`src/design/frc_pkg.sv`:
```
package frc_pkg;
	localparam logic       MODE_SPI        = 1'b0;
	localparam logic       MODE_PARALLEL   = 1'b1;
	localparam logic       RST_MODE        = 1'b0;
	localparam logic       RST_RECONFIG    = 1'b0;
	localparam logic       RST_ISP         = 1'b0;
	localparam logic       RST_LINK        = 1'b1;
	localparam logic [1:0] RST_M_PINS      = 2'h1;
	localparam logic [1:0] M_PINS_SPI      = 2'h1;
	localparam logic [1:0] M_PINS_PARALLEL = 2'h2;
	localparam int         SYNC_STAGES     = 3;
	localparam int         STAT_BITS       = 2;
	localparam int         STAT_DONE       = 0;
	localparam int         STAT_INIT       = 1;
	typedef enum logic [2:0] {
		FRC_BOOT    = 3'h1,
		FRC_HOLD    = 3'h2,
		FRC_RUN     = 3'h4
	} frc_state_t;
endpackage

```
`src/design/frc_sync_if.sv`:
```
interface frc_sync_if;
	logic [frc_pkg::STAT_BITS-1:0] raw;
	logic [frc_pkg::STAT_BITS-1:0] level;
	modport sync (input raw, output level);
	modport user (output raw, input level);
endinterface

```
`src/design/frc_pin_sync.sv`:
```
module frc_pin_sync (
	// Clock and reset
	input  wire logic clk_sys,
	input  wire logic rst_b,
	// Pins in, filtered levels out
	frc_sync_if.sync  sif
);
	logic [frc_pkg::STAT_BITS-1:0] s1;
	logic [frc_pkg::STAT_BITS-1:0] s2;
	logic [frc_pkg::STAT_BITS-1:0] s3;
	logic [frc_pkg::STAT_BITS-1:0] lvl;

	assign sif.level = lvl;

	always_ff @(posedge clk_sys or negedge rst_b) begin
		if (!rst_b) begin
			s1 <= '0;
			s2 <= '0;
			s3 <= '0;
		end else begin
			s1 <= sif.raw;
			s2 <= s1;
			s3 <= s2;
		end
	end

	// A level is taken only once two late stages agree
	genvar i;
	generate
		for (i = 0; i < frc_pkg::STAT_BITS; i++) begin : g_bit
			always_ff @(posedge clk_sys or negedge rst_b) begin
				if (!rst_b) begin
					lvl[i] <= 1'b0;
				end else if (s2[i] == s3[i]) begin
					lvl[i] <= s3[i];
				end
			end
		end
	endgenerate
endmodule

```
`src/design/frc_top.sv`:
```
module frc_top (
	// Clock and reset
	input  wire logic       clk_sys,
	input  wire logic       rst_b,
	// Host control bits
	input  wire logic       target_cfg_mode_sel,
	input  wire logic       target_reconfig_cmd,
	input  wire logic       insystem_prog_enable,
	input  wire logic       endpoint_link_enable,
	// Host status bits
	output logic            target_cfg_mode_rd,
	output logic            target_reconfig_rd,
	output logic            insystem_prog_rd,
	output logic            endpoint_link_enable_rd,
	output logic            target_done_status,
	output logic            target_init_status,
	// Target configuration pins
	input  wire logic       target_done_pin,
	input  wire logic       target_init_pin,
	output logic            target_prog_b,
	output logic [1:0]      target_mode_pins,
	output logic            target_io_hiz,
	output logic            target_flash_owner,
	// Switch link and board
	output logic            link_enable,
	output logic            done_led
);
	frc_pkg::frc_state_t state;
	frc_pkg::frc_state_t next_state;
	logic                 cmd_q;
	logic                 cmd_fall;
	frc_sync_if           sif ();

	assign sif.raw[frc_pkg::STAT_DONE] = target_done_pin;
	assign sif.raw[frc_pkg::STAT_INIT] = target_init_pin;

	frc_pin_sync u_sync (
		.clk_sys (clk_sys),
		.rst_b   (rst_b),
		.sif     (sif)
	);

	// Registered copies of host controls
	always_ff @(posedge clk_sys or negedge rst_b) begin
		if (!rst_b) begin
			insystem_prog_rd        <= frc_pkg::RST_ISP;
			target_cfg_mode_rd      <= frc_pkg::RST_MODE;
			endpoint_link_enable_rd <= frc_pkg::RST_LINK;
			link_enable             <= frc_pkg::RST_LINK;
			target_reconfig_rd      <= frc_pkg::RST_RECONFIG;
			cmd_q                   <= frc_pkg::RST_RECONFIG;
		end else if (state == frc_pkg::FRC_BOOT) begin
			cmd_q <= frc_pkg::RST_RECONFIG;
		end else begin
			insystem_prog_rd        <= insystem_prog_enable;
			target_cfg_mode_rd      <= target_cfg_mode_sel;
			endpoint_link_enable_rd <= endpoint_link_enable;
			link_enable             <= endpoint_link_enable;
			target_reconfig_rd      <= target_reconfig_cmd;
			cmd_q                   <= target_reconfig_cmd;
		end
	end

	assign cmd_fall = cmd_q && !target_reconfig_cmd;

	always_comb begin
		next_state = state;
		case (state)
			frc_pkg::FRC_BOOT: begin
				next_state = frc_pkg::FRC_RUN;
			end
			frc_pkg::FRC_RUN: begin
				if (target_reconfig_cmd) begin
					next_state = frc_pkg::FRC_HOLD;
				end
			end
			frc_pkg::FRC_HOLD: begin
				if (cmd_fall) begin
					next_state = frc_pkg::FRC_RUN;
				end
			end
			default: begin
				next_state = frc_pkg::FRC_BOOT;
			end
		endcase
	end

	always_ff @(posedge clk_sys or negedge rst_b) begin
		if (!rst_b) begin
			state <= frc_pkg::FRC_BOOT;
		end else begin
			state <= next_state;
		end
	end

	// Pin drive; mode pins only change while held so a load never sees a swap
	always_ff @(posedge clk_sys or negedge rst_b) begin
		if (!rst_b) begin
			target_mode_pins   <= frc_pkg::RST_M_PINS;
			target_prog_b      <= 1'b1;
			target_io_hiz      <= 1'b0;
			target_flash_owner <= 1'b0;
		end else begin
			target_prog_b      <= (next_state != frc_pkg::FRC_HOLD);
			target_io_hiz      <= (next_state == frc_pkg::FRC_HOLD);
			target_flash_owner <= (state != frc_pkg::FRC_BOOT) && insystem_prog_enable;
			if (state == frc_pkg::FRC_BOOT) begin
				target_mode_pins <= frc_pkg::M_PINS_SPI;
			end else if (state == frc_pkg::FRC_HOLD) begin
				target_mode_pins <= (target_cfg_mode_sel == frc_pkg::MODE_PARALLEL)
					? frc_pkg::M_PINS_PARALLEL : frc_pkg::M_PINS_SPI;
			end
		end
	end

	// Status from filtered pins
	always_ff @(posedge clk_sys or negedge rst_b) begin
		if (!rst_b) begin
			target_done_status <= 1'b0;
			target_init_status <= 1'b0;
			done_led           <= 1'b0;
		end else begin
			target_done_status <= sif.level[frc_pkg::STAT_DONE];
			done_led           <= sif.level[frc_pkg::STAT_DONE];
			target_init_status <= sif.level[frc_pkg::STAT_INIT];
		end
	end

	// Program and high-Z pins are registered from next_state, so they already match the state they enter with
	AST_HOLD_HIZ: assert property (@(posedge clk_sys) disable iff (!rst_b)
		state == frc_pkg::FRC_HOLD |-> target_io_hiz && !target_prog_b)
		else $error("hold state without high-Z and program");
	AST_START: assert property (@(posedge clk_sys) disable iff (!rst_b)
		(state == frc_pkg::FRC_HOLD && cmd_fall) |=> target_prog_b && !target_io_hiz)
		else $error("reload not started on command fall");
	AST_PROG_ACTIVE: assert property (@(posedge clk_sys) disable iff (!rst_b)
		(state == frc_pkg::FRC_RUN && target_reconfig_cmd) |=> !target_prog_b)
		else $error("program not asserted on command");
	AST_DONE_LED: assert property (@(posedge clk_sys) disable iff (!rst_b)
		done_led == target_done_status)
		else $error("done LED differs from status");
	AST_DONE_LAT: assert property (@(posedge clk_sys) disable iff (!rst_b)
		$rose(target_done_pin) ##1 target_done_pin [*5] |-> ##0 target_done_status)
		else $error("done status late");
	AST_INIT_LAT: assert property (@(posedge clk_sys) disable iff (!rst_b)
		$fell(target_init_pin) ##1 !target_init_pin [*5] |-> ##0 !target_init_status)
		else $error("init status late");
	AST_LINK: assert property (@(posedge clk_sys) disable iff (!rst_b)
		state == frc_pkg::FRC_RUN ##1 1'b1 |-> link_enable == $past(endpoint_link_enable))
		else $error("link enable not followed");
	AST_MODE_STABLE: assert property (@(posedge clk_sys) disable iff (!rst_b)
		(state == frc_pkg::FRC_RUN && $past(state) == frc_pkg::FRC_RUN)
		|-> $stable(target_mode_pins))
		else $error("mode pins moved outside hold");
	AST_BOOT_SPI: assert property (@(posedge clk_sys) disable iff (!rst_b)
		state == frc_pkg::FRC_BOOT |=> target_mode_pins == frc_pkg::M_PINS_SPI)
		else $error("boot did not force SPI mode pins");
	AST_MODE_PAR: assert property (@(posedge clk_sys) disable iff (!rst_b)
		(state == frc_pkg::FRC_HOLD && target_cfg_mode_sel == frc_pkg::MODE_PARALLEL)
		|=> target_mode_pins == frc_pkg::M_PINS_PARALLEL)
		else $error("parallel mode not applied in hold");
	AST_MODE_SPI: assert property (@(posedge clk_sys) disable iff (!rst_b)
		(state == frc_pkg::FRC_HOLD && target_cfg_mode_sel == frc_pkg::MODE_SPI)
		|=> target_mode_pins == frc_pkg::M_PINS_SPI)
		else $error("SPI mode not applied in hold");
	AST_HIZ_PAIR: assert property (@(posedge clk_sys) disable iff (!rst_b)
		target_io_hiz == !target_prog_b)
		else $error("high-Z and program disagree");
	AST_OWNER: assert property (@(posedge clk_sys) disable iff (!rst_b)
		state != frc_pkg::FRC_BOOT |=> target_flash_owner == $past(insystem_prog_enable))
		else $error("flash owner does not follow ISP enable");
	AST_LINK_RD: assert property (@(posedge clk_sys) disable iff (!rst_b)
		state == frc_pkg::FRC_RUN |=> endpoint_link_enable_rd == $past(endpoint_link_enable))
		else $error("link readback wrong");
	AST_CMD_RD: assert property (@(posedge clk_sys) disable iff (!rst_b)
		state == frc_pkg::FRC_RUN |=> target_reconfig_rd == $past(target_reconfig_cmd))
		else $error("reconfigure readback wrong");
	AST_MODE_RD: assert property (@(posedge clk_sys) disable iff (!rst_b)
		state == frc_pkg::FRC_RUN |=> target_cfg_mode_rd == $past(target_cfg_mode_sel))
		else $error("mode readback wrong");
	AST_ISP_RD: assert property (@(posedge clk_sys) disable iff (!rst_b)
		state == frc_pkg::FRC_RUN |=> insystem_prog_rd == $past(insystem_prog_enable))
		else $error("ISP readback wrong");

	COV_RELOAD: cover property (@(posedge clk_sys) disable iff (!rst_b)
		state == frc_pkg::FRC_HOLD ##1 state == frc_pkg::FRC_RUN);
	COV_PARALLEL: cover property (@(posedge clk_sys) disable iff (!rst_b)
		target_mode_pins == frc_pkg::M_PINS_PARALLEL);
	COV_DONE: cover property (@(posedge clk_sys) disable iff (!rst_b)
		$rose(target_done_status));
	COV_INIT_LOW: cover property (@(posedge clk_sys) disable iff (!rst_b)
		$fell(target_init_status));
endmodule

```
`config.mk`:
```
export PLATFORM = sky130hd
export DESIGN_NAME = frc_top
export DESIGN_NICKNAME = d
export VERILOG_FILES = /design/src/design/frc_pkg.sv /design/src/design/frc_sync_if.sv /design/src/design/frc_pin_sync.sv /design/src/design/frc_top.sv
export SDC_FILE = /design/constraint.sdc
export NUM_CORES = 1
export LEC_CHECK = 0
export BUFFER_PORTS_ARGS = -buffer_cell sky130_fd_sc_hd__buf_2
export CORE_AREA = 3 3 60 68
export DETAILED_ROUTE_END_ITERATION = 8
export DIE_AREA = 0 0 63 71
export PLACE_DENSITY = 0.49
export SYNTH_ARGS = -nofsm -noshare
export SYNTH_HDL_FRONTEND = slang
export SYNTH_SLANG_ARGS = --single-unit
```
`constraint.sdc`:
```
create_clock -name clk_sys -period 2.3 [get_ports clk_sys]
set_input_delay 0.575 -clock clk_sys [delete_from_list [all_inputs] [get_ports clk_sys]]
set_output_delay 0.575 -clock clk_sys [all_outputs]
set_load 0.02 [all_outputs]
```
# Word-level counts from Yosys, hierarchy flattened
# Cells that the tools add are included.
op_classes:
  n_mux: 7
  n_reduce_logical: 4
  n_eq_ne: 8
ops:
  columns: ["op", "count"]
  rows:
  - ["$pmux 3 s3", 1]
  - ["$eq 3x2->1 const B", 2]
  - ["$mux 2", 3]
  - ["$mux 3", 2]
  - ["$eq 3x1->1 const B", 1]
  - ["$eq 3x3->1 const B", 1]
  - ["$ne 3x1->1 const B", 1]
  - ["$ne 3x2->1 const B", 1]
  - ["$eq 1x1->1", 2]
  - ["$logic_and 1x1->1", 2]
  - ["$reduce_bool 2->1", 1]
  - ["$logic_not 1->1", 1]
  - ["$mux 1", 1]
word_totals:
  register_bits: 23
  input_bits: 8

# Longest topological paths before layout
# Gate-level depths: netlist (run 1).
logic_depth:
  word_depth: 5
  mapped_depth: 4
  mapped_depth_nobuf: 3

# By module
# Synthesis (run 1) repeated with hierarchy kept, for this count alone.
hier_totals:
  cells_unflattened: 59
  hier_area_um2: 849.6
modules_own_cells:
  columns: ["mod", "seq_area_each_um2", "area_each_um2", "n_inst", "cells_each"]
  rows:
  - ["frc_top", 380.4, 626.9, 1, 49]
  - ["frc_pin_sync", 200.2, 222.7, 1, 10]

# Worst setup path after synthesis (run 1)
# No wires, ideal clock.
synth_path:
  path_type: "flip-flop to flip-flop"
  from: "register state[0]"
  to: "register target_cfg_mode_rd"
  setup_time_ns: 0.125
  required_ns: 2.175
  stages_incl_launch_ff: 4
  t_arrival_ns: 1.245
  slack_ns: 0.930
  period_less_slack_ns: 1.370
  cell_sequence: "dfstp_2 > buf_6 > nor3b_4 > mux2_4"
synth_between:
  elab_chain_cells: 1
synth_lines:
  columns: ["element", "line", "text"]
  rows:
  - ["start, declared", "frc_top.sv:28", "frc_pkg::frc_state_t state;"]
  - ["start signal, assigned", "frc_top.sv:90", "state <= frc_pkg::FRC_BOOT;"]
  - ["start signal, assigned", "frc_top.sv:92", "state <= next_state;"]
  - ["$eq 3x1->1", "frc_top.sv:52", "end else if (state == frc_pkg::FRC_BOOT) begin"]
  - ["end signal, assigned", "frc_top.sv:47", "target_cfg_mode_rd <= frc_pkg::RST_MODE;"]
  - ["end signal, assigned", "frc_top.sv:56", "target_cfg_mode_rd <= target_cfg_mode_sel;"]
  - ["end, declared", "frc_top.sv:11", "output logic target_cfg_mode_rd,"]
# Every way passes these cells.
# A chain may end at the register's enable or synchronous reset.

# Worst setup path after layout (run 1)
layout_path:
  from: "register target_mode_pins[0]"
  to: "output target_mode_pins[0]"
layout_lines:
  columns: ["element", "line", "text"]
  rows:
  - ["start, declared", "frc_top.sv:21", "output logic [1:0] target_mode_pins,"]
  - ["start signal, assigned", "frc_top.sv:99", "target_mode_pins <= frc_pkg::RST_M_PINS;"]
  - ["start signal, assigned", "frc_top.sv:108", "target_mode_pins <= frc_pkg::M_PINS_SPI;"]
  - ["start signal, assigned", "frc_top.sv:110", "target_mode_pins <= (target_cfg_mode_sel == frc_pkg::MODE_PARALLEL)"]
# No word-level cell between the ends.

==> results.json, run 1 <==
{
  "fill_cells": 367,
  "portBuffers": 20,
  "hold_viol_final": 0,
  "chipWidth_um": 63,
  "crit_chain": "buf_2",
  "final_util_pct": 28.6,
  "die_area_mm2": 0.00447,
  "synthMuxAreaShare_pct": 3.55,
  "synth_top_family_by_area": "compound AO/OA/AOI/OAI gates",
  "syn_nets": 67,
  "routed_wl_um": 1360,
  "globalRoute.totalOverflow": 0,
  "grt_pass1_wl_um": 2170,
  "gp_congestion": 0.736,
  "hold_class": "input port to async pin",
  "synthCells": 59,
  "synth_xor_area_share_pct": 1.03,
  "fp-row-count": 23,
  "status": "finished, final reports clean",
  "fin_crit_ns": 1.54,
  "core-area_mm2": 0.00354,
  "syn-cell-area_um2": 847,
  "initial_core_util_pct": 23.9,
  "setup_viol": 0,
  "ant_nets": 0,
  "cts_made_buffers": 3,
  "num_vias": 479,
  "wl_per_cell_um": 10.6,
  "cts_hold_buf": 0,
  "slowest_delay_ns": 0.55,
  "diodes": 0,
  "synth_area_leaders": "dfrtp_1 (56%), dfstp_2 (12%), mux2_4 (3.5%)",
  "post_cts_buffers": 0,
  "fin_setup_tns_ns": 0,
  "cp_num_buf_inv": 1,
  "fin_crit_sh_pct": 67.1,
  "power.leakage_nw": 0.460,
  "synthSimpleGateAreaFrac_pct": 8.86,
  "final_max_slew_viol_count": 0,
  "grt_max_degree": 24,
  "critPathMaxFanout": 3,
  "critPathLaunchType": "flip-flop",
  "cts.sink_count": 23,
  "cts.path.max_buffers": 2,
  "synth_area_per_cell_um2": 14.4,
  "cts_tree": "yes",
  "required_ns": 1.73,
  "synth_compound_area_share_pct": 9.01,
  "drc": 0,
  "grt_pass1_vias": 447,
  "crit_slowest_cell": "dfstp_2",
  "synth_seq_cells": 23,
  "clk_latency_ns": 0.26,
  "crit_type": "flip-flop to output pin",
  "die_h_um": 71,
  "r2r_setup_slack_ns": 0.83,
  "clk_pin_slew_ns": 0.08,
  "grt.total_usage_pct": 6.72,
  "ys_warn_count": 0,
  "ys_types": 22,
  "layout-drive-gt1-share_pct": 42.3,
  "ios": 21,
  "dp_hpwl_um": 965,
  "clock-root-buffer": "clkbuf_8",
  "final_nets": 87,
  "vdd_drop_max_mv": 0.313,
  "layout.cells.most_common": "buf_2",
  "synth_largest_area_cell": "dfrtp_1",
  "power.density_mw_per_mm2": 1290,
  "synth_top_area_share_pct": 56.1,
  "max_freq_mhz": 648,
  "initialDrtViolationCount": 4,
  "total_power_mw": 1.30,
  "cts_resized": 0,
  "grt_setup_unrepaired": "false",
  "h-tree-depth": 1,
  "max_slew_margin_pct": 67.1,
  "cpLargestDelayFamily": "flip-flops",
  "cp-end-kind": "output pin",
  "drv_cap": 0,
  "skew_ns": 0.00192,
  "synthAdderAreaFrac_pct": 2.36,
  "antenna_found_initial": 0,
  "vias_per_cell": 3.74,
  "drtPass1Iterations": 3,
  "cp.arrival_ns": 0.97,
  "syn2layout_area_growth_pct": 19.4,
  "final_cell_mix": "buf_2 (20), dfrtp_1 (19), a21oi_1 (5), nor2_1 (4), dfstp_2 (4)",
  "worstMarginPinSlew_ns": 0.494,
  "synth-seq-area-share_pct": 68.5
}
metrics by stage:
stage / std cells / hold slack, ns / instance area [um2] / worst slack, ns
6_report: 128 / 0.270 / 1010 / 0.757
3_3_place_gp: 124 / 0.336 / 965 / 0.889
3_5_place_dp: 124 / 0.346 / 965 / 0.838
5_1_grt: 128 / 0.297 / 1010 / 0.714
2_1_floorplan: 59 / 0.279 / 847 / 0.930
4_1_cts: 128 / 0.280 / 1010 / 0.748
cells by family (layout without fill, tap and decap cells):
group	count (synthesis)	after routing
and+or+nand+nor	11	11
DFF	23	23
adders and majority gates	2	2
muxes	2	2
xor gates and xnor gates	1	1
AOI/OAI and AO/OA	12	12
buffers and inverters	8	27
where the power goes:
part           total (mW)  internal, mW  switching (mW)
Sequential          0.640         0.534           0.106
Clock               0.242         0.121           0.122
Combinational       0.417         0.183           0.234
Total                1.30         0.838           0.461
cells in the mapped netlist:
master / number
dfrtp_1: 19
a21oi_1: 5
dfstp_2: 4
nor2_1: 4
buf_4: 3
inv_1: 3
a21o_1: 2
buf_6: 2
maj3_1: 2
mux2_4: 2
nor3_1: 2
a211o_1: 1
a21o_2: 1
a31oi_1: 1
and4bb_2: 1
nand3_1: 1
nand3b_1: 1
nor2b_1: 1
nor3b_4: 1
o21ai_0: 1
o31ai_1: 1
xnor2_1: 1
path summary, 6_finish.rpt:
path | from | end | depth (start not counted)
setup / recovery | target_mode_pins[0] | target_mode_pins[0] | 1
hold / removal | rst_b | u_sync.s1[1] | 1
setup reg to reg | state[0] | target_cfg_mode_rd | 2
hold reg to reg | u_sync.s1[1] | u_sync.s2[1] | 0
max in group asynchronous | rst_b | link_enable | 1
min in group clk_sys | u_sync.s1[1] | u_sync.s2[1] | 0
sequential cells by signal (all words and copies together) (netlist names):
| signal | flops |
|---|---|
| cmd_q | 1 |
| done_led | 1 |
| insystem_prog_rd | 1 |
| link_enable | 1 |
| state | 3 |
| target_cfg_mode_rd | 1 |
| target_flash_owner | 1 |
| target_init_status | 1 |
| target_io_hiz | 1 |
| target_mode_pins | 2 |
| target_prog_b | 1 |
| target_reconfig_rd | 1 |
| u_sync.s1 | 2 |
| u_sync.s2 | 2 |
| u_sync.s3 | 2 |
| u_sync.sif.level | 2 |
cell type report:
type,count,area (um2),share of cell area (%)
multi-input cells,28,210,20.8
flip-flops and latches,23,581,57.4
inverters,3,11.3,1.11
repair buffers,20,100,9.90
well taps,50,62.6,6.19
clock buffers,3,41.3,4.08
clock inverters,1,5.00,0.495
metal layers:
| metal | vias up | wire (um) | global-route usage (%) | share of wire [%] |
|---|---|---|---|---|
| met5 | - | 0 | 0 | 0 |
| met4 | 0 | 55 | 6.62 | 4.0 |
| met3 | 4 | 79 | 2.22 | 5.8 |
| met2 | 18 | 562 | 8.91 | 41 |
| met1 | 224 | 664 | 8.32 | 49 |
| li1 | 233 | - | - | - |
Power figures use the tool's default switching activity.
==> inputs of run 2 (changes only) <==
==> constraint.sdc (replaced) <==
create_clock -name clk_sys -period 1.43 [get_ports clk_sys]
set_input_delay 0.3575 -clock clk_sys [delete_from_list [all_inputs] [get_ports clk_sys]]
set_output_delay 0.3575 -clock clk_sys [all_outputs]
set_load 0.02 [all_outputs]
==> results.json, run 2 (synthesis results as in run 1) <==
{
  "ant_nets": 0,
  "internal_power_mw": 1.42,
  "skew_ns": 0.00442,
  "cp.arrival_ns": 0.97,
  "crit_chain": "buf_2",
  "grt_max_degree": 24,
  "initial_core_util_pct": 23.9,
  "cts_resized": 0,
  "h-tree-depth": 1,
  "cpLargestDelayFamily": "flip-flops",
  "dp_slack_ns": 0.111,
  "cts.path.max_buffers": 2,
  "grt_pass1_wl_um": 2350,
  "drc": 0,
  "clockPowerShare_pct": 18.0,
  "final_max_slew_viol_count": 0,
  "fill_cells": 364,
  "fin_crit_sh_pct": 92.6,
  "ios": 21,
  "crit_slowest_cell": "dfstp_2",
  "chipWidth_um": 63,
  "final_cell_mix": "buf_2 (20), dfrtp_1 (19), a21oi_1 (5)",
  "crit_type": "flip-flop to output pin",
  "setup_ws_ns": 0.106,
  "critPathMaxFanout": 3,
  "dp_hpwl_um": 1030,
  "power_frac_seq_pct": 44.2,
  "die_area_mm2": 0.00447,
  "swShare_pct": 34.7,
  "setup_viol": 0,
  "layout.cells.most_common": "buf_2",
  "layout-drive-gt1-share_pct": 43.9,
  "critPathLaunchType": "flip-flop",
  "antenna_found_initial": 0,
  "fin_setup_tns_ns": 0,
  "routed_wl_um": 1400,
  "design_area_mm2": 0.00104,
  "hold_class": "input port to async pin",
  "syn2layout_area_growth_pct": 22.7,
  "grt_setup_unrepaired": "false",
  "core-area_mm2": 0.00354,
  "num_vias": 511,
  "grt.total_usage_pct": 6.82,
  "drtPass1Iterations": 3,
  "slowest_delay_ns": 0.55,
  "globalRoute.totalOverflow": 0,
  "required_ns": 1.07,
  "top_register": "state",
  "diodes": 0,
  "final_nets": 91,
  "largest_reg_flops": 3,
  "worstMarginPinSlew_ns": 0.488,
  "grt_pass1_vias": 512,
  "die_h_um": 71,
  "post_cts_buffers": 0,
  "cp-end-kind": "output pin",
  "clk_pin_slew_ns": 0.08,
  "cts_made_buffers": 3,
  "gp_congestion": 0.662,
  "clk_latency_ns": 0.26,
  "drv_cap": 0,
  "p_sw_mw": 0.754,
  "hold_viol_final": 0,
  "cts_hold_buf": 0,
  "wl_per_cell_um": 10.6,
  "p_comb_share_pct": 37.9,
  "power.leakage_nw": 0.478,
  "status": "finished, final reports clean",
  "fp-row-count": 23,
  "clock-root-buffer": "clkbuf_8",
  "whs_ns": 0.0520,
  "cts_tree": "yes",
  "fin_crit_ns": 1.32,
  "max_slew_margin_pct": 67.5,
  "placed_cell_area_um2": 995,
  "portBuffers": 20,
  "cp_num_buf_inv": 1,
  "power.density_mw_per_mm2": 2090,
  "vdd_drop_max_mv": 0.535,
  "cts.sink_count": 23,
  "initialDrtViolationCount": 5,
  "total_power_mw": 2.17,
  "vias_per_cell": 3.87,
  "max_freq_mhz": 755
}
## run 2: per-stage QoR
stage               utilization (%)  cells
floorplan                         -     59
global placement               28.1    128
detailed placement             28.1    128
CTS                            29.4    132
global route                   29.4    132
finish                         29.4    132
## run 2: final timing paths
check | from | endpoint | slack [ns] | depth (start not counted)
max | target_mode_pins[0] | target_mode_pins[0] | 0.11 | 1
min | rst_b | target_reconfig_rd | 0.05 | 1
max reg2reg | state[0] | target_reconfig_rd | 0.12 | 4
min reg2reg | u_sync.s1[1] | u_sync.s2[1] | 0.36 | 0
max in group asynchronous | rst_b | link_enable | 1.03 | 1
min in group clk_sys | target_init_pin | u_sync.s1[1] | 0.20 | 1
## run 2: layer usage
metal / part of all wire [%] / wire length, um / GRT usage, %
met5: 0 / 0 / 0
met1: 46 / 646 / 8.22
met4: 2.9 / 41 / 5.15
met3: 7.4 / 104 / 2.38
met2: 43 / 608 / 9.96
## run 2: area by class of cell
class	instances	area (um2)	area share [%]
clock buffers	4	45.0	4.33
inverters	3	11.3	1.08
repair buffers	24	130	12.5
multi-input cells	28	210	20.2
well taps	50	62.6	6.02
flip-flops and latches	23	581	55.8
## run 2: power groups by stage
stage / combinational [mW] / clock (mW) / sequential [mW]
2_1_floorplan: 0.502 / 0 / 1.09
3_3_place_gp: 0.813 / 0 / 0.967
3_5_place_dp: 0.829 / 0 / 0.971
4_1_cts: 0.832 / 0.411 / 0.963
5_1_grt: 0.891 / 0.430 / 0.986
6_report: 0.822 / 0.391 / 0.959
## run 2: worst register-to-register path, stage by stage (launching register included)
cell     delay (ns)
dfstp_2        0.54
nor3b_4        0.30
buf_4          0.18
nor2_1         0.04
a21o_1         0.14
